File: config.mk
export PLATFORM = sky130hd
export DESIGN_NAME = elc_link_ctrl
export DESIGN_NICKNAME = d
export VERILOG_FILES = /design/src/elc_pkg.sv /design/src/elc_link_ctrl.sv
export VERILOG_INCLUDE_DIRS = /design/src /design/src/src
export SDC_FILE = /design/constraint.sdc
export NUM_CORES = 1
export LEC_CHECK = 0
export ABC_AREA = 1
export BUFFER_PORTS_ARGS = -buffer_cell sky130_fd_sc_hd__buf_4
export CORE_ASPECT_RATIO = 1.25
export CORE_MARGIN = 5
export CORE_UTILIZATION = 30
export DETAILED_ROUTE_END_ITERATION = 10
export SYNTH_ARGS = -nofsm -noshare
export SYNTH_HDL_FRONTEND = slang
export SYNTH_SLANG_ARGS = --single-unit
File: constraint.sdc
create_clock -name sys_clk -period 2.5 [get_ports sys_clk]
set_input_delay 0.125 -clock sys_clk [delete_from_list [all_inputs] [get_ports sys_clk]]
set_output_delay 0.125 -clock sys_clk [all_outputs]
set_load 0.05 [all_outputs]
File: src/elc_params.svh
// Offsets, field positions, reset values and timing counts
// Assumes inclusion by bare name from the link control design file
`ifndef ELC_PARAMS_SVH
`define ELC_PARAMS_SVH
// Register byte offsets
`define ELC_A_BMODE 8'h00
`define ELC_A_PCTL 8'h04
`define ELC_A_PADV 8'h08
`define ELC_A_PSPC 8'h0C
`define ELC_A_RCFG 8'h10
`define ELC_A_PWR 8'h14
`define ELC_A_STAT 8'h18
`define ELC_A_MACL 8'h1C
`define ELC_A_MACH 8'h20
// Field positions
`define ELC_B_SWRST 0
`define ELC_B_PRST 15
`define ELC_B_LBK 14
`define ELC_B_SPD 13
`define ELC_B_ANEN 12
`define ELC_B_DUP 8
`define ELC_B_RLBK 3
`define ELC_B_LED4 5
`define ELC_B_WAKE 18
`define ELC_B_PME 15
`define ELC_B_AB_PSE 10
`define ELC_B_AB_100F 8
`define ELC_B_AB_100H 7
`define ELC_B_AB_10F 6
// Reset values
`define ELC_PCTL_RST 16'h3100
`define ELC_PADV_RST 16'h05E1
`define ELC_PSPC_RST 16'h0000
// Control opcode of a pause request
`define ELC_OP_PAUSE 16'h0001
// Timing
`define ELC_CLK_NS 10
`define ELC_SLOT_BITS 512
`define ELC_BIT100_NS 10
`define ELC_BIT10_NS 100
`define ELC_RST_MIN_US 100
`define ELC_ACT_HZ 10
`define ELC_COL_HZ 20
`define ELC_SLOT100_CYC (`ELC_SLOT_BITS * `ELC_BIT100_NS / `ELC_CLK_NS)
`define ELC_SLOT10_CYC (`ELC_SLOT_BITS * `ELC_BIT10_NS / `ELC_CLK_NS)
`define ELC_ACT_HALF (1000000000 / (`ELC_ACT_HZ * 2 * `ELC_CLK_NS))
`define ELC_COL_HALF (1000000000 / (`ELC_COL_HZ * 2 * `ELC_CLK_NS))
`endif

File: src/elc_pkg.sv
// Types shared by the link control block and its bench
// Assumes nothing beyond a SystemVerilog compiler
package elc_pkg;
  // Power states, in field order
  typedef enum logic [1:0] {ELC_D0, ELC_D1, ELC_D2, ELC_D3H} elc_pwr_e;
  // Negotiation states
  typedef enum logic [1:0] {AN_OFF, AN_SEND, AN_DONE} elc_an_e;
  // Decoded MAC control frame, one-cycle strobe
  typedef struct packed {
    logic vld;
    logic [15:0] opcode;
    logic [15:0] param;
  } elc_ctl_s;
  // Received byte stream with end-of-frame verdicts
  typedef struct packed {
    logic vld;
    logic [7:0] data;
    logic last;
    logic addr_ok;
    logic crc_ok;
  } elc_rxb_s;
endpackage
File: src/elc_link_ctrl.sv
// Link-side control of a 10/100 Ethernet controller with transceiver
// Assumes one 100 MHz clock; serial coders, MAC and FLP engine outside
//
// What this block does
// - Carrier on two spaced zeros, off at end
// - Half duplex carrier includes transmit; full not
// - Collision only in half duplex overlap
// - Control bit 14 isolates line, internal loopback
// - Bit 3 of reg 21: remote loopback, 100M
// - 100M loopback: NRZI output into receive
// - Remote loopback: recovered data back to line
// - 10M loopback: Manchester output into PLL
// - Bit 12 enables negotiation, else fixed mode
// - Pulse burst carries advertised 16-bit word
// - Resolve 100F, 100H, 10F, 10H priority
// - Negotiation starts at reset when enabled
// - Pause only after full duplex pause negotiated
// - Opcode 0001h with slot-time parameter
// - Timer loads duration; zero ends pause
// - Running frame finishes; new starts blocked
// - Three or four LED schemes, 10/20 Hz
// - Pin reset 100us; bit 0 self-clearing reset
// - Control bit 15 resets transceiver, self-clears
// - Wake pattern sets status, drives wake pin
// - D1 wake only; D2 no traffic at all
`timescale 1ns/100ps
`include "elc_params.svh"
module elc_link_ctrl #(
  parameter int unsigned SLOT10_CYC = `ELC_SLOT10_CYC, // Slot at 10 Mb/s
  parameter int unsigned ACT_HALF = `ELC_ACT_HALF, // Half blink, activity
  parameter int unsigned COL_HALF = `ELC_COL_HALF // Half blink, collision
) (
  // Clock and reset
  input wire logic sys_clk,
  input wire logic rst_b,
  // AHB-Lite slave
  input wire logic hsel,
  input wire logic [31:0] haddr,
  input wire logic [1:0] htrans,
  input wire logic hwrite,
  input wire logic [2:0] hsize,
  input wire logic [31:0] hwdata,
  input wire logic hready,
  output logic hreadyout,
  output logic hresp,
  output logic [31:0] hrdata,
  // Serial paths
  input wire logic line_rx_bit,
  input wire logic tx_nrzi_bit,
  input wire logic tx_manch_bit,
  input wire logic rx_end,
  output logic rx_path_bit,
  output logic line_tx_bit,
  output logic line_tx_oe,
  // MAC side
  input wire logic tx_en,
  output logic tx_start_ok,
  output logic rx_ok,
  output logic crs,
  output logic col,
  output logic spd100,
  output logic full_dup,
  // Negotiation pulses and link test
  input wire logic flp_rx_vld,
  input wire logic [15:0] flp_rx_word,
  input wire logic link_ok,
  output logic flp_tx_en,
  output logic [15:0] flp_tx_word,
  // Received frames
  input wire elc_pkg::elc_ctl_s ctl_frm,
  input wire elc_pkg::elc_rxb_s rxb,
  // Wake pin, open drain, and LEDs
  output logic pme_b_o,
  output logic pme_b_oe,
  output logic [3:0] led
);
  import elc_pkg::*;

  // ==========================================
  // Decode helpers
  // ==========================================
  // Asleep states answer only the power register
  function automatic logic acc_ok(input elc_pwr_e p, input logic [7:0] a);
    return (p == ELC_D0) || (a == `ELC_A_PWR);
  endfunction

  // Any two zeros with at least one bit between them
  function automatic logic zeros2(input logic [9:0] w);
    logic hit;
    hit = 1'b0;
    for (int i = 0; i < 8; i++) begin
      for (int j = i + 2; j < 10; j++) begin
        if (!w[i] && !w[j]) hit = 1'b1;
      end
    end
    return hit;
  endfunction

  // Station address byte, first on wire is lowest
  function automatic logic [7:0] mac_byte(input logic [47:0] m, input logic [2:0] p);
    return m[p*8 +: 8];
  endfunction

  // ==========================================
  // Registers and state
  // ==========================================
  logic wph_r; // Write data phase pending
  logic [7:0] ph_a_r; // Latched address
  logic [31:0] hrdata_r; // Read data
  logic sw_rst_r; // Whole-block reset request
  logic [15:0] pctl_r; // Transceiver control
  logic [15:0] padv_r; // Advertised abilities
  logic [15:0] pspc_r; // Transceiver specific control
  logic [31:0] rcfg_r; // Recall configuration
  elc_pwr_e pwr_r; // Power state
  logic pme_sts_r; // Wake status, sticky
  logic [31:0] macl_r; // Station address low
  logic [15:0] mach_r; // Station address high
  elc_an_e an_r, an_nxt; // Negotiation state
  logic [1:0] res_r; // Resolved {speed100, full}
  logic pse_r; // Both sides offer pause
  logic [9:0] sr_r; // Receive bit window
  logic crs_rx_r; // Receive carrier
  logic crs_r, col_r; // Registered MAC indications
  logic rx_path_r, line_tx_r, line_oe_r; // Registered serial outputs
  logic [15:0] ptime_r; // Pause slots left
  logic [12:0] slot_r; // Cycles inside the slot
  logic [2:0] ff_r, pos_r; // Wake FF count, address byte
  logic [3:0] rep_r; // Wake address copies seen
  logic found_r; // Wake pattern seen this frame
  logic wake_hit; // Wake frame accepted on its last byte
  logic [22:0] act_cnt_r, col_cnt_r; // Blink dividers
  logic act_blk_r, col_blk_r; // Blink phases
  logic [3:0] led_r; // LED drive

  // ==========================================
  // Bus decode
  // ==========================================
  wire addr_ph = hsel & htrans[1] & hready; // Accepted address phase
  wire [7:0] a = haddr[7:0];
  wire chip_rst = sw_rst_r;
  wire phy_rst = pctl_r[`ELC_B_PRST];
  wire phy_clr = chip_rst | phy_rst;
  wire we_bm = wph_r & (ph_a_r == `ELC_A_BMODE);
  wire we_pc = wph_r & (ph_a_r == `ELC_A_PCTL);
  wire we_pa = wph_r & (ph_a_r == `ELC_A_PADV);
  wire we_ps = wph_r & (ph_a_r == `ELC_A_PSPC);
  wire we_rc = wph_r & (ph_a_r == `ELC_A_RCFG);
  wire we_pw = wph_r & (ph_a_r == `ELC_A_PWR);
  wire we_ml = wph_r & (ph_a_r == `ELC_A_MACL);
  wire we_mh = wph_r & (ph_a_r == `ELC_A_MACH);

  // Link state derived from negotiation or fixed mode
  wire an_en = pctl_r[`ELC_B_ANEN];
  wire an_done = an_r == AN_DONE;
  assign spd100 = an_done ? res_r[1] : pctl_r[`ELC_B_SPD];
  assign full_dup = an_done ? res_r[0] : pctl_r[`ELC_B_DUP];
  wire int_lbk = pctl_r[`ELC_B_LBK];
  wire rlbk_act = pspc_r[`ELC_B_RLBK] & spd100 & ~int_lbk;
  wire pause_en = an_done & res_r[0] & pse_r;
  wire paused = ptime_r != 16'h0000;
  wire [47:0] mac = {mach_r, macl_r};
  wire [15:0] cmn = padv_r & flp_rx_word; // Common abilities

  // Status word read back by software
  wire [31:0] stat = {ptime_r, 8'h00, paused, pause_en, full_dup, spd100,
                      an_done, link_ok, col_r, crs_r};

  // Read selection, zero when unmapped, or when asleep except for the power register
  wire [31:0] rd_val = !acc_ok(pwr_r, a) ? 32'h0000_0000 :
    (a == `ELC_A_BMODE) ? {31'h0000_0000, sw_rst_r} :
    (a == `ELC_A_PCTL) ? {16'h0000, pctl_r} :
    (a == `ELC_A_PADV) ? {16'h0000, padv_r} :
    (a == `ELC_A_PSPC) ? {16'h0000, pspc_r} :
    (a == `ELC_A_RCFG) ? rcfg_r :
    (a == `ELC_A_PWR) ? {16'h0000, pme_sts_r, 13'h0000, pwr_r} :
    (a == `ELC_A_STAT) ? stat :
    (a == `ELC_A_MACL) ? macl_r :
    (a == `ELC_A_MACH) ? {16'h0000, mach_r} : 32'h0000_0000;

  // Zero wait states, always OKAY
  assign hreadyout = 1'b1;
  assign hresp = 1'b0;
  assign hrdata = hrdata_r;

  // ==========================================
  // Bus slave
  // ==========================================
  // Latch address phase; read data ready for the data phase
  always_ff @(posedge sys_clk or negedge rst_b) begin
    if (!rst_b) begin
      wph_r <= 1'b0;
      ph_a_r <= 8'h00;
      hrdata_r <= 32'h0000_0000;
    end else begin
      wph_r <= addr_ph & hwrite & acc_ok(pwr_r, a);
      ph_a_r <= a;
      if (addr_ph && !hwrite) hrdata_r <= rd_val;
    end
  end

  // Whole-block reset: one cycle high, then clears with registers, negotiation, carrier window, pause and wake logic
  always_ff @(posedge sys_clk or negedge rst_b) begin
    if (!rst_b) begin // Host holds this low 100us at least
      sw_rst_r <= 1'b0;
    end else if (chip_rst) begin
      sw_rst_r <= 1'b0;
    end else if (we_bm) begin
      sw_rst_r <= hwdata[`ELC_B_SWRST];
    end
  end

  // Transceiver registers, reset by either reset
  always_ff @(posedge sys_clk or negedge rst_b) begin
    if (!rst_b) begin
      pctl_r <= `ELC_PCTL_RST;
      padv_r <= `ELC_PADV_RST;
      pspc_r <= `ELC_PSPC_RST;
    end else if (phy_clr) begin // Self-clearing bit 15 falls here
      pctl_r <= `ELC_PCTL_RST;
      padv_r <= `ELC_PADV_RST;
      pspc_r <= `ELC_PSPC_RST;
    end else begin
      if (we_pc) pctl_r <= hwdata[15:0];
      if (we_pa) padv_r <= hwdata[15:0];
      if (we_ps) pspc_r <= hwdata[15:0];
    end
  end

  // Controller registers; wake status set beats clear
  always_ff @(posedge sys_clk or negedge rst_b) begin
    if (!rst_b) begin
      rcfg_r <= 32'h0000_0000;
      pwr_r <= ELC_D0;
      pme_sts_r <= 1'b0;
      macl_r <= 32'h0000_0000;
      mach_r <= 16'h0000;
    end else if (chip_rst) begin
      rcfg_r <= 32'h0000_0000;
      pwr_r <= ELC_D0;
      pme_sts_r <= 1'b0;
      macl_r <= 32'h0000_0000;
      mach_r <= 16'h0000;
    end else begin
      if (we_rc) rcfg_r <= hwdata;
      if (we_pw) pwr_r <= elc_pwr_e'(hwdata[1:0]);
      if (we_ml) macl_r <= hwdata;
      if (we_mh) mach_r <= hwdata[15:0];
      if (wake_hit) pme_sts_r <= 1'b1;
      else if (we_pw && hwdata[`ELC_B_PME]) pme_sts_r <= 1'b0;
    end
  end

  // ==========================================
  // Carrier, collision and loopback paths
  // ==========================================
  // Internal loopback feeds transmit coder output back in
  wire tx_src = spd100 ? tx_nrzi_bit : tx_manch_bit;
  wire rx_bit = int_lbk ? tx_src : line_rx_bit;
  wire tx_line = rlbk_act ? line_rx_bit : tx_src;

  // Window over received bits; end code drops carrier
  always_ff @(posedge sys_clk or negedge rst_b) begin
    if (!rst_b) begin
      sr_r <= 10'h3FF;
      crs_rx_r <= 1'b0;
    end else if (phy_clr || rx_end) begin
      sr_r <= 10'h3FF;
      crs_rx_r <= 1'b0;
    end else begin
      sr_r <= {sr_r[8:0], rx_bit};
      if (zeros2(sr_r)) crs_rx_r <= 1'b1;
    end
  end

  // Registered MAC indications and serial outputs
  always_ff @(posedge sys_clk or negedge rst_b) begin
    if (!rst_b) begin
      crs_r <= 1'b0;
      col_r <= 1'b0;
      rx_path_r <= 1'b1;
      line_tx_r <= 1'b1;
      line_oe_r <= 1'b0;
    end else begin
      crs_r <= full_dup ? crs_rx_r : (crs_rx_r | tx_en);
      col_r <= ~full_dup & tx_en & crs_rx_r;
      rx_path_r <= rx_bit;
      line_tx_r <= tx_line;
      line_oe_r <= ~int_lbk; // Line isolated in loopback
    end
  end
  assign crs = crs_r;
  assign col = col_r;
  assign rx_path_bit = rx_path_r;
  assign line_tx_bit = line_tx_r;
  assign line_tx_oe = line_oe_r;

  // ==========================================
  // Negotiation
  // ==========================================
  // Starts from reset when enabled, else waits for the enable
  always_comb begin
    an_nxt = an_r;
    case (an_r)
      AN_OFF: if (an_en) an_nxt = AN_SEND;
      AN_SEND: if (!an_en) an_nxt = AN_OFF;
        else if (flp_rx_vld) an_nxt = AN_DONE;
      AN_DONE: if (!an_en) an_nxt = AN_OFF;
      default: an_nxt = AN_OFF;
    endcase
  end

  // Highest common mode, fastest full duplex first
  wire [1:0] res_val = cmn[`ELC_B_AB_100F] ? 2'h3 :
    cmn[`ELC_B_AB_100H] ? 2'h2 : cmn[`ELC_B_AB_10F] ? 2'h1 : 2'h0;

  // State and captured resolution
  always_ff @(posedge sys_clk or negedge rst_b) begin
    if (!rst_b) begin
      an_r <= AN_OFF;
      res_r <= 2'h0;
      pse_r <= 1'b0;
    end else if (phy_clr) begin
      an_r <= AN_OFF;
      res_r <= 2'h0;
      pse_r <= 1'b0;
    end else begin
      an_r <= an_nxt;
      if (an_r == AN_SEND && an_en && flp_rx_vld) begin
        res_r <= res_val;
        pse_r <= cmn[`ELC_B_AB_PSE];
      end
    end
  end
  assign flp_tx_en = an_r == AN_SEND;
  assign flp_tx_word = padv_r;

  // ==========================================
  // Pause flow control
  // ==========================================
  // Only pause requests count; other opcodes pass by
  wire pause_load = ctl_frm.vld & (ctl_frm.opcode == `ELC_OP_PAUSE)
                    & pause_en & rx_ok;
  wire [12:0] slot_last = spd100 ? 13'(`ELC_SLOT100_CYC - 1) : 13'(SLOT10_CYC - 1);
  wire slot_end = slot_r == slot_last;

  // Timer counts whole slots; reload restarts the slot
  always_ff @(posedge sys_clk or negedge rst_b) begin
    if (!rst_b) begin
      ptime_r <= 16'h0000;
      slot_r <= 13'h0000;
    end else if (chip_rst || !pause_en) begin
      ptime_r <= 16'h0000;
      slot_r <= 13'h0000;
    end else if (pause_load) begin // Zero ends pause at once
      ptime_r <= ctl_frm.param;
      slot_r <= 13'h0000;
    end else if (paused) begin
      slot_r <= slot_end ? 13'h0000 : slot_r + 13'h0001;
      if (slot_end) ptime_r <= ptime_r - 16'h0001;
    end
  end

  // Only frame starts are gated; tx_en in flight is untouched
  assign tx_start_ok = ~paused & (pwr_r == ELC_D0);
  assign rx_ok = pwr_r == ELC_D0;

  // ==========================================
  // Wake pattern detection
  // ==========================================
  wire wake_ok = rcfg_r[`ELC_B_WAKE] & (pwr_r != ELC_D2) & (pwr_r != ELC_D3H);
  wire ff_byte = rxb.data == 8'hFF;
  wire ff6 = ff_r == 3'h6;
  wire adv = ff6 & (rxb.data == mac_byte(mac, pos_r)) & ~found_r;
  wire done_now = adv & (pos_r == 3'h5) & (rep_r == 4'hF);
  wire hold = ff6 & (pos_r == 3'h0) & (rep_r == 4'h0) & ff_byte;
  assign wake_hit = rxb.vld & rxb.last & (found_r | done_now)
                    & rxb.addr_ok & rxb.crc_ok & wake_ok;

  // Six FF then sixteen address copies; later runs also count
  always_ff @(posedge sys_clk or negedge rst_b) begin
    if (!rst_b) begin
      ff_r <= 3'h0;
      pos_r <= 3'h0;
      rep_r <= 4'h0;
      found_r <= 1'b0;
    end else if (chip_rst || (rxb.vld && rxb.last) || !wake_ok) begin
      ff_r <= 3'h0;
      pos_r <= 3'h0;
      rep_r <= 4'h0;
      found_r <= 1'b0;
    end else if (rxb.vld && !found_r && !hold) begin
      if (adv) begin
        pos_r <= (pos_r == 3'h5) ? 3'h0 : pos_r + 3'h1;
        if (pos_r == 3'h5) rep_r <= rep_r + 4'h1;
        found_r <= done_now;
      end else if (!ff6 && ff_byte) begin
        ff_r <= ff_r + 3'h1;
      end else begin
        ff_r <= ff_byte ? 3'h1 : 3'h0;
        pos_r <= 3'h0;
        rep_r <= 4'h0;
      end
    end
  end
  assign pme_b_o = 1'b0; // Open drain: only ever pulls low
  assign pme_b_oe = pme_sts_r;

  // ==========================================
  // LEDs
  // ==========================================
  // Free-running dividers; blink phase is not tied to activity start
  always_ff @(posedge sys_clk or negedge rst_b) begin
    if (!rst_b) begin
      act_cnt_r <= 23'h000000;
      col_cnt_r <= 23'h000000;
      act_blk_r <= 1'b0;
      col_blk_r <= 1'b0;
    end else begin
      act_cnt_r <= (act_cnt_r == 23'(ACT_HALF - 1)) ? 23'h000000 : act_cnt_r + 23'h000001;
      col_cnt_r <= (col_cnt_r == 23'(COL_HALF - 1)) ? 23'h000000 : col_cnt_r + 23'h000001;
      if (act_cnt_r == 23'(ACT_HALF - 1)) act_blk_r <= ~act_blk_r;
      if (col_cnt_r == 23'(COL_HALF - 1)) col_blk_r <= ~col_blk_r;
    end
  end

  // Scheme select: bit 5 of the specific control register
  wire act = tx_en | crs_rx_r;
  wire fdc = col_r ? col_blk_r : full_dup;
  wire [3:0] led3 = {1'b0, fdc, (act & ~col_r) ? act_blk_r : link_ok, spd100};
  wire [3:0] led4 = {fdc, act & act_blk_r, link_ok & ~spd100, link_ok & spd100};
  always_ff @(posedge sys_clk or negedge rst_b) begin
    if (!rst_b) led_r <= 4'h0;
    else led_r <= pspc_r[`ELC_B_LED4] ? led4 : led3;
  end
  assign led = led_r;
endmodule

# Yosys cells after proc, flatten, opt, wreduce, memory -nomap -nowiden
# Index checks and enable logic that the tools add are counted.
# Widths: inputs -> output; s select.
# totals
n_memories,0
latch_bits,0
ram_bits,0
register_bits,286
wordCells,339
mem_bits_ro,0
# op_classes
eq_ne,34
bitwise_logic,52
shifts,1
n_mux,120
n_reduce_logical,92
n_div,0
magnitude_cmp,0
mul,0
addsub,7
# ops
cell,count
$mux 32,13
$mux 16,13
$mux 13,5
$mux 1,59
$eq 8x5->1 const B,7
$shiftx 48x7->8,1
$add 23x1->23 const B,2
$mux 23,2
$logic_and 1x1->1,44
$and 1x1->1,40
$eq 8x4->1 const B,4
$mux 3,9
$mux 4,6
$eq 23x22->1 const B,1
$eq 23x23->1 const B,1
$mux 2,11
$reduce_bool 2->1,11
$eq 16x1->1 const B,1
$eq 8x3->1 const B,2
$eq 8x6->1 const B,2
$logic_not 1->1,16
$logic_not 8->1,2
$reduce_bool 16->1,1
$sub 16x1->16 const B,1
other kinds (27),52

# Logic depth before layout (Yosys ltp)
# Gate-level depths: netlist of the first run.
# depth
depth_word,41
mapped_depth,17

# Least setup slack after synthesis of the first run
# Ideal clock, no wire load.
# synth_path
path_type,flip-flop to output port
start,reg ptime_r[0]
end,out tx_start_ok
stages_incl_launch_ff,7
t_arrival_ns,2.099
required_ns,2.375
path_slack_ns,0.276
path_buffers,0
cell_sequence,dfrtp_1 > inv_1 > ha_1 > nand2_1 > nor2_4 > nand3_1 > nor3_1
# synth_via
elab_chain_len,3
# synth_rtl
element,line_no,source
"start, declared",elc_link_ctrl.sv:126,logic [15:0] ptime_r;
"start signal, assigned",elc_link_ctrl.sv:356,ptime_r <= ctl_frm.param;
"start signal, assigned",elc_link_ctrl.sv:360,if (slot_end) ptime_r <= ptime_r - 16'h0001;
$reduce_bool 16->1,elc_link_ctrl.sv:161,wire paused = ptime_r != 16'h0000;
$not 1->1,elc_link_ctrl.sv:365,assign tx_start_ok = ~paused & (pwr_r == ELC_D0);
$and 1x1->1,elc_link_ctrl.sv:365,
"end, declared",elc_link_ctrl.sv:57,"output logic tx_start_ok,"
# Every way passes these cells.

# Worst setup path after layout of the first run
# layout_path
start,reg ptime_r[0]
end,reg ptime_r[8]
# layout_via
elab_chain_len,5
elab_cells_between_ends,8
classes_between,add/sub: 1; mux: 4; reduce/logical: 3
# layout_rtl
element,line_no,source
$sub 16x1->16,elc_link_ctrl.sv:360,
$mux 16,elc_link_ctrl.sv:360,
$mux 16,elc_link_ctrl.sv:358,end else if (paused) begin
$mux 16,elc_link_ctrl.sv:355,end else if (pause_load) begin
$mux 16,elc_link_ctrl.sv:352,end else if (chip_rst || !pause_en) begin
# Several ways; a longest one is shown, not always the timed one. The select of a mux whose other input is x is not followed.
# A chain may end at the register's enable or synchronous reset.

==> out/metrics.yaml, run 1 <==
logic_synthesis:
  avgSynthCellArea_um2: 7.79
  ys_warn_count: 0
  netlist_area_um2: 14600
  synth_edf_count: 0
  synth_ff_type: "dfrtp_1"
  synth_cell_types: 62
  ys_seq_area_frac: 0.491
  synth_cells: 1878
  synth-seq-cells: 286
  async_flop_share: 1.00
sta:
  fmax_ghz: 0.439
  finalSetupViolCount: 0
  drv_slew: 0
  slew_headroom: 0.406
  rsz0062_at_grt: "no"
  finalSetupTns_ns: 0
  post-route-min-period_ns: 2.28
  fin_crit_sh: 0.911
  tightest_slew_ns: 0.890
  hold_viol_final: 0
  skew_ns: 0.0155
route:
  dr_total_vias: 13600
  routedLengthMet1_um: 19800
  wl_per_cell_um: 16.9
  ant_nets: 0
  wirelength_um: 47200
  viasPerCell: 4.86
  dr.pass1.iters: 5
  top_layer: "met5"
  wl_met2_um: 23600
  drcViolationCount: 0
  met3_length_um: 2730
  drt_iter0_markers: 841
worst_setup_path:
  critPathMaxFanout: 22
  cp-start-kind: "flop"
  reg2reg_depth: 13
  worstSetupPathType: "reg -> reg"
  crit_end: "ptime_r[8]"
  crit_arrival_ns: 2.69
  r2r_end: "ptime_r[8]"
  crit_start: "ptime_r[0]"
  critPathRequiredTime_ns: 2.91
  worstSetupEndpointType: "flop"
  timing.rr.start: "ptime_r[0]"
  regToRegSetupSlack_ns: 0.22
flow_run:
  cap_violations: 0
floorplanning:
  die_x_um: 208
  die_h_um: 257
  rows: 90
  dieArea_um2: 53300
  core_area_um2: 48300
  ios: 208
  start_util: 0.303
pwr:
  power_leakage_nw: 9.38
  p_per_area_nw_per_um2: 648
  ir_worst_vdd_v: 0.000393
  total_power_mw: 12.1
global_routing:
  grt_pass1_vias: 13700
  overflow: 0
  grt_first_pass_wirelength_um: 76000
  grt_antenna_before_repair: 3
  grt_max_degree: 77
  grt_use_total: 0.174
cts:
  clk_pin_slew_ns: 0.06
  clockBufferDepth: 3
  cts_tree: "yes"
  numCtsBuffers: 34
  clkLatencyLatePin_ns: 0.53
  htreeDepth: 2
  post_cts_buffers: 0
  root_buffer: "clkbuf_16"
  cts_sinks: 286
layout:
  drive_gt1_frac: 0.157
  area_growth_syn_to_layout_pct: 27.7
  fillers: 4961
  fin_nets: 2274
  final_util: 0.387
worst_hold_path:
  worstHoldStart: "rxb[1]"
  hold_class: "in -> reg"
status:
  status: "completed"
place:
  dp_hpwl_um: 35800
  gp_congestion: 0.897
  portBuffers: 164
state kept, by name, summed over array words and instances (netlist names), 4 cells and up:
name         count
act_cnt_r       23
col_cnt_r       23
flp_tx_word     16
hrdata          32
led              4
mach_r          16
macl_r          32
pctl_r          16
ph_a_r           8
pspc_r          16
ptime_r         16
rcfg_r          32
rep_r            4
slot_r          13
sr_r            10
how the worst min path moves through the flow:
stage | slack, ns | to | cells past startpoint
final | 0.03 | pme_b_oe | 5
after global routing | 0.05 | led[0] | 3
after CTS | 0.01 | pme_b_oe | 5
after detailed placement | 0.17 | ptime_r[11] | 1
after global placement | 0.14 | ptime_r[11] | 1
after floorplan | -0.17 | act_blk_r | 0
cell usage in the layout (no fill, tap or decap), types with 4 or more instances in the layout:
master / count
nand2_2: 6
buf_4: 206
inv_2: 4
o21ai_0: 197
a221oi_1: 15
buf_12: 4
nor3_1: 43
dfrtp_1: 265
nor2_1: 135
a21o_1: 4
o211ai_1: 25
nand3_1: 81
dfstp_2: 21
a21oi_1: 68
clkbuf_1: 7
inv_1: 199
xor2_1: 19
nor3_2: 5
bufinv_16: 8
nor4_1: 22
nand4_1: 32
o21ai_1: 15
clkbuf_16: 35
clkinv_2: 4
o22ai_1: 12
o31ai_1: 4
dlygate4sd3_1: 67
nand2_1: 565
nor2_2: 9
ha_1: 8
critical path, stage by stage (launching register included):
cell and delay (ns):
dfrtp_1 0.40, inv_1 0.15, ha_1 0.25, nand2_1 0.14
nor2_4 0.16, nand3_4 0.16, nor2_8 0.21, inv_4 0.12
nand2_8 0.12, inv_6 0.09, nand2_4 0.15, inv_4 0.07
nand2_1 0.06, o21ai_1 0.06
power by group:
group / internal [mW] / switching (mW) / total (mW) / leakage (nW)
Combinational: 0.626 / 1.12 / 1.75 / 5.55
Clock: 3.47 / 2.04 / 5.52 / 0.597
Sequential: 4.74 / 0.0955 / 4.84 / 3.23
Total: 8.85 / 3.26 / 12.1 / 9.38
Yosys cell counts, types with 5 or more instances:
| cell | instances | area (um^2) |
|---|---|---|
| o211ai_1 | 25 | 188 |
| clkbuf_1 | 47 | 176 |
| inv_1 | 199 | 747 |
| ha_1 | 8 | 100 |
| nor3_1 | 44 | 220 |
| xor2_1 | 19 | 166 |
| dfstp_2 | 21 | 552 |
| buf_2 | 7 | 35.0 |
| o21ai_1 | 15 | 75.1 |
| a221oi_1 | 15 | 131 |
| o21ai_0 | 197 | 986 |
| inv_2 | 5 | 18.8 |
| nor4_1 | 22 | 138 |
| nand2_1 | 565 | 2120 |
| dfrtp_1 | 265 | 6630 |
| nand3_1 | 81 | 405 |
| o22ai_1 | 12 | 75.1 |
| a21oi_1 | 68 | 340 |
| nor2_2 | 8 | 50.1 |
| nor2_1 | 137 | 514 |
| nand2_2 | 6 | 37.5 |
| nand4_1 | 32 | 200 |
| buf_6 | 5 | 56.3 |
what timing repair did:
item	4_1_cts	5_1_grt
hold buffers	67	0
setup endpoints to repair	0	7
resized for setup	0	4
hold endpoints to repair	226	0
cell families after synthesis:
kind of cell / Yosys count / synth area share
flops: 286 / 0.491
buf+inv: 277 / 0.0777
mux: 2 / 0.00137
other cells: 2 / 0.000513
simple gates: 919 / 0.270
compound gates: 362 / 0.140
xor+xnor: 22 / 0.0132
fa+ha+maj: 8 / 0.00684
layer usage:
| metal | global-route usage | vias up |
|---|---|---|
| li1 | - | 6650 |
| met1 | 0.221 | 6501 |
| met2 | 0.307 | 368 |
| met3 | 0.0323 | 64 |
| met4 | 0.0437 | 4 |
| met5 | 0 | - |
area by class of cell:
type | count | area, um^2 | share of cell area
flip-flops and latches | 286 | 7180 | 0.385
multi-input cells | 1316 | 6340 | 0.340
repair buffers | 278 | 2310 | 0.124
clock buffers | 44 | 930 | 0.0498
well taps | 644 | 806 | 0.0431
inverters | 208 | 793 | 0.0425
clock inverters | 16 | 304 | 0.0163
diodes | 1 | 2.50 | 0.000134
per-stage QoR:
step | setup WS, ns | cells | instance area [um^2] | hold WS [ns]
final | 0.223 | 2793 | 18700 | 0.0255
after global routing | 0.00655 | 2793 | 18700 | 0.0496
after CTS | 0.0902 | 2792 | 18600 | 0.0134
after detailed placement | 0.179 | 2665 | 16700 | 0.165
after global placement | 0.252 | 2665 | 16700 | 0.135
after floorplan | 0.276 | 1879 | 14600 | -0.171
(Power assumes the default switching activity.)
==> inputs of run 2 (changes only) <==
--- a/config.mk
+++ b/config.mk
@@ -12,6 +12,7 @@
 export CORE_MARGIN = 5
 export CORE_UTILIZATION = 30
 export DETAILED_ROUTE_END_ITERATION = 10
+export PLACE_DENSITY_LB_ADDON = 0.25
 export SYNTH_ARGS = -nofsm -noshare
 export SYNTH_HDL_FRONTEND = slang
 export SYNTH_SLANG_ARGS = --single-unit
==> out/metrics.yaml, run 2 (synthesis results as in run 1) <==
worst_hold_path:
  min_path_cells: 4  # -1
  min_to: "rx_path_bit"
  worstHoldStart: "tx_nrzi_bit"
  hold_class: "in -> reg"
pwr:
  combPwrFrac: 0.161  # +0.016
  p_seq_frac: 0.432  # +0.032
  power_switching_mw: 3.16  # -3.2%
  clkPwrFrac: 0.407  # -0.049
  ir_worst_vdd_v: 0.000451  # +15%
  swShare: 0.283  # +0.0134
  p_int_mw: 8.00  # -9.5%
  p_per_area_nw_per_um2: 605  # -6.7%
  power_leakage_nw: 9.27  # -1.2%
cts:
  cts_tree: "yes"
  clockBufferDepth: 3  # unchanged
  clk_pin_slew_ns: 0.07  # about the same
  numCtsBuffers: 31  # -8.8%
  cts_sinks: 286  # unchanged
  clkLatencyLatePin_ns: 0.58  # +0.05 ns
  htreeDepth: 1  # -1
  root_buffer: "clkbuf_16"
floorplanning:
  rows: 90  # unchanged
  ios: 208  # unchanged
  die_x_um: 208  # unchanged
  dieArea_um2: 53300  # unchanged
  start_util: 0.303  # unchanged
  die_h_um: 257  # unchanged
  core_area_um2: 48300  # unchanged
sta:
  fin_crit_sh: 0.930  # +0.0188
  holdWs_ns: 0.0221  # -0.00338 ns
  fmax_ghz: 0.430  # -2.0%
  post-route-min-period_ns: 2.32  # +0.0470 ns
  skew_ns: 0.0177  # +0.00214 ns
  finalSetupTns_ns: 0  # unchanged
  slew_headroom: 0.338  # -0.0679
  hold_viol_final: 0  # unchanged
  tightest_slew_ns: 0.991  # +0.101 ns
  drv_slew: 0  # unchanged
  rsz0062_at_grt: "no"
  finalSetupViolCount: 0  # unchanged
worst_setup_path:
  critPathMaxFanout: 5  # -77%
  crit_chain: "inv_1, ha_1, nand2_1, nor2_4, nand3_1, nor3_2, buf_4"
  slowest_delay_ns: 0.39  # about the same
  worstSetupEndpointType: "output port"
  regToRegSetupSlack_ns: 0.22  # about the same
  cp-start-kind: "flop"
  crit_arrival_ns: 2.20  # -0.49 ns
  reg2reg_depth: 11  # -2
  path_depth: 7  # -6
  timing.rr.start: "ptime_r[0]"
  crit_path_top_delay_cell: "dfrtp_1"
  crit_buf_inv: 2  # -2
  r2r_end: "ptime_r[11]"
  path_delay_family: "simple AND/OR/NAND/NOR gates"
  critPathRequiredTime_ns: 2.38  # -0.53 ns
  worstSetupPathType: "reg -> out"
global_routing:
  grt_pass1_vias: 13300  # -2.3%
  busiest_layer: "met2"
  grt_first_pass_wirelength_um: 75300  # -0.87%
  grt_use_total: 0.174  # -0.000297
  grt_max_degree: 65  # -16%
  grt_antenna_before_repair: 3  # unchanged
  overflow: 0  # unchanged
  grtUsageMet3: 0.0250  # -0.00731
  met2_usage: 0.305  # -0.00128
  grt_util_met1: 0.221  # +0.000521
route:
  viasPerCell: 4.78  # -1.8%
  drt_iter0_markers: 797  # -5.2%
  dr.pass1.iters: 5  # unchanged
  dr_total_vias: 13300  # -1.8%
  ant_nets: 0  # unchanged
  wl_per_cell_um: 16.9  # -0.30%
  wirelength_um: 47100  # -0.30%
  drcViolationCount: 0  # unchanged
layout:
  final_util: 0.382  # -0.00482
  layout_commonest_cell: "nand2_1"
  fillers: 4987  # +0.52%
  fin_nets: 2275  # +0.044%
  area_growth_syn_to_layout_pct: 26.1
  final_cell_mix: "nand2_1 (565), dfrtp_1 (264), buf_4 (207)"
  drive_gt1_frac: 0.154  # -0.00279
  fin_area_um2: 18400  # -1.2%
place:
  gp_congestion: 0.896  # -0.14%
  placed_area_um2: 16700  # unchanged
  portBuffers: 164  # unchanged
  dp_hpwl_um: 35400  # -1.2%
flow_run:
  cap_violations: 0  # unchanged
status:
  status: "completed"
==> run 2: final cells by class <==
type | count | area, um^2 | share of cell area
Tap cell | 644 | 806 | 0.0437
Clock buffer | 46 | 872 | 0.0473
Multi-Input combinational cell | 1316 | 6330 | 0.343
Timing Repair Buffer | 282 | 2350 | 0.127
Antenna cell | 1 | 2.50 | 0.000136
Sequential cell | 286 | 7180 | 0.390
Inverter | 208 | 791 | 0.0429
Clock inverter | 10 | 109 | 0.00590
==> run 2: timing repair <==
action | 4_1_cts | 5_1_grt
hold buffers | 70 | 0
gates resized for setup | 0 | 2
setup endpoints to repair | 0 | 1
setup buffers | 0 | 1
endpoints found under the hold margin | 385 | 0
==> run 2: worst max path at each step <==
| stage | to | slack (ns) | start |
|---|---|---|---|
| after CTS | tx_start_ok | 0.10 | ptime_r[2] |
| after detailed placement | ptime_r[11] | 0.21 | an_r[0] |
| after floorplan | tx_start_ok | 0.28 | ptime_r[0] |
| after global routing | act_cnt_r[20] | 0.003 | act_cnt_r[0] |
| after global placement | ptime_r[9] | 0.23 | an_r[0] |
| final | tx_start_ok | 0.18 | ptime_r[0] |
==> run 2: stage by stage <==
step / cells / setup WS [ns] / power [mW]
finish: 2793 / 0.176 / 11.2
global route: 2793 / 0.00255 / 11.7
floorplan: 1879 / 0.276 / 5.94
detailed placement: 2665 / 0.209 / 6.58
CTS: 2791 / 0.103 / 11.3
global placement: 2665 / 0.228 / 6.57
==> run 2: power groups by stage <==
stage                     Sequential (mW)  Combinational (mW)  Clock (mW)
after detailed placement             4.91                1.67           0
after global routing                 4.83                1.98        4.84
after floorplan                      4.97               0.971           0
after global placement               4.91                1.66           0
final                                4.82                1.79        4.55
after CTS                            4.82                1.78        4.67
==> run 2: worst reg2reg max path, cell delays in order (launching register included) <==
cell and delay (ns):
dfrtp_1 0.39, inv_1 0.15, ha_1 0.26, nand2_1 0.14
nor2_4 0.19, nand3_4 0.16, nor2_8 0.23, inv_4 0.12
nand2_8 0.12, inv_6 0.07, buf_4 0.20, o22ai_1 0.18
==> run 2: layer usage <==
metal / wire [um] / share of wire / vias to the layer above
met2: 23200 / 0.49 / 303
met5: 23 / 0.00049 / -
met3: 2040 / 0.043 / 66
met1: 20400 / 0.43 / 6324
met4: 1420 / 0.030 / 4
li1: - / - / 6643
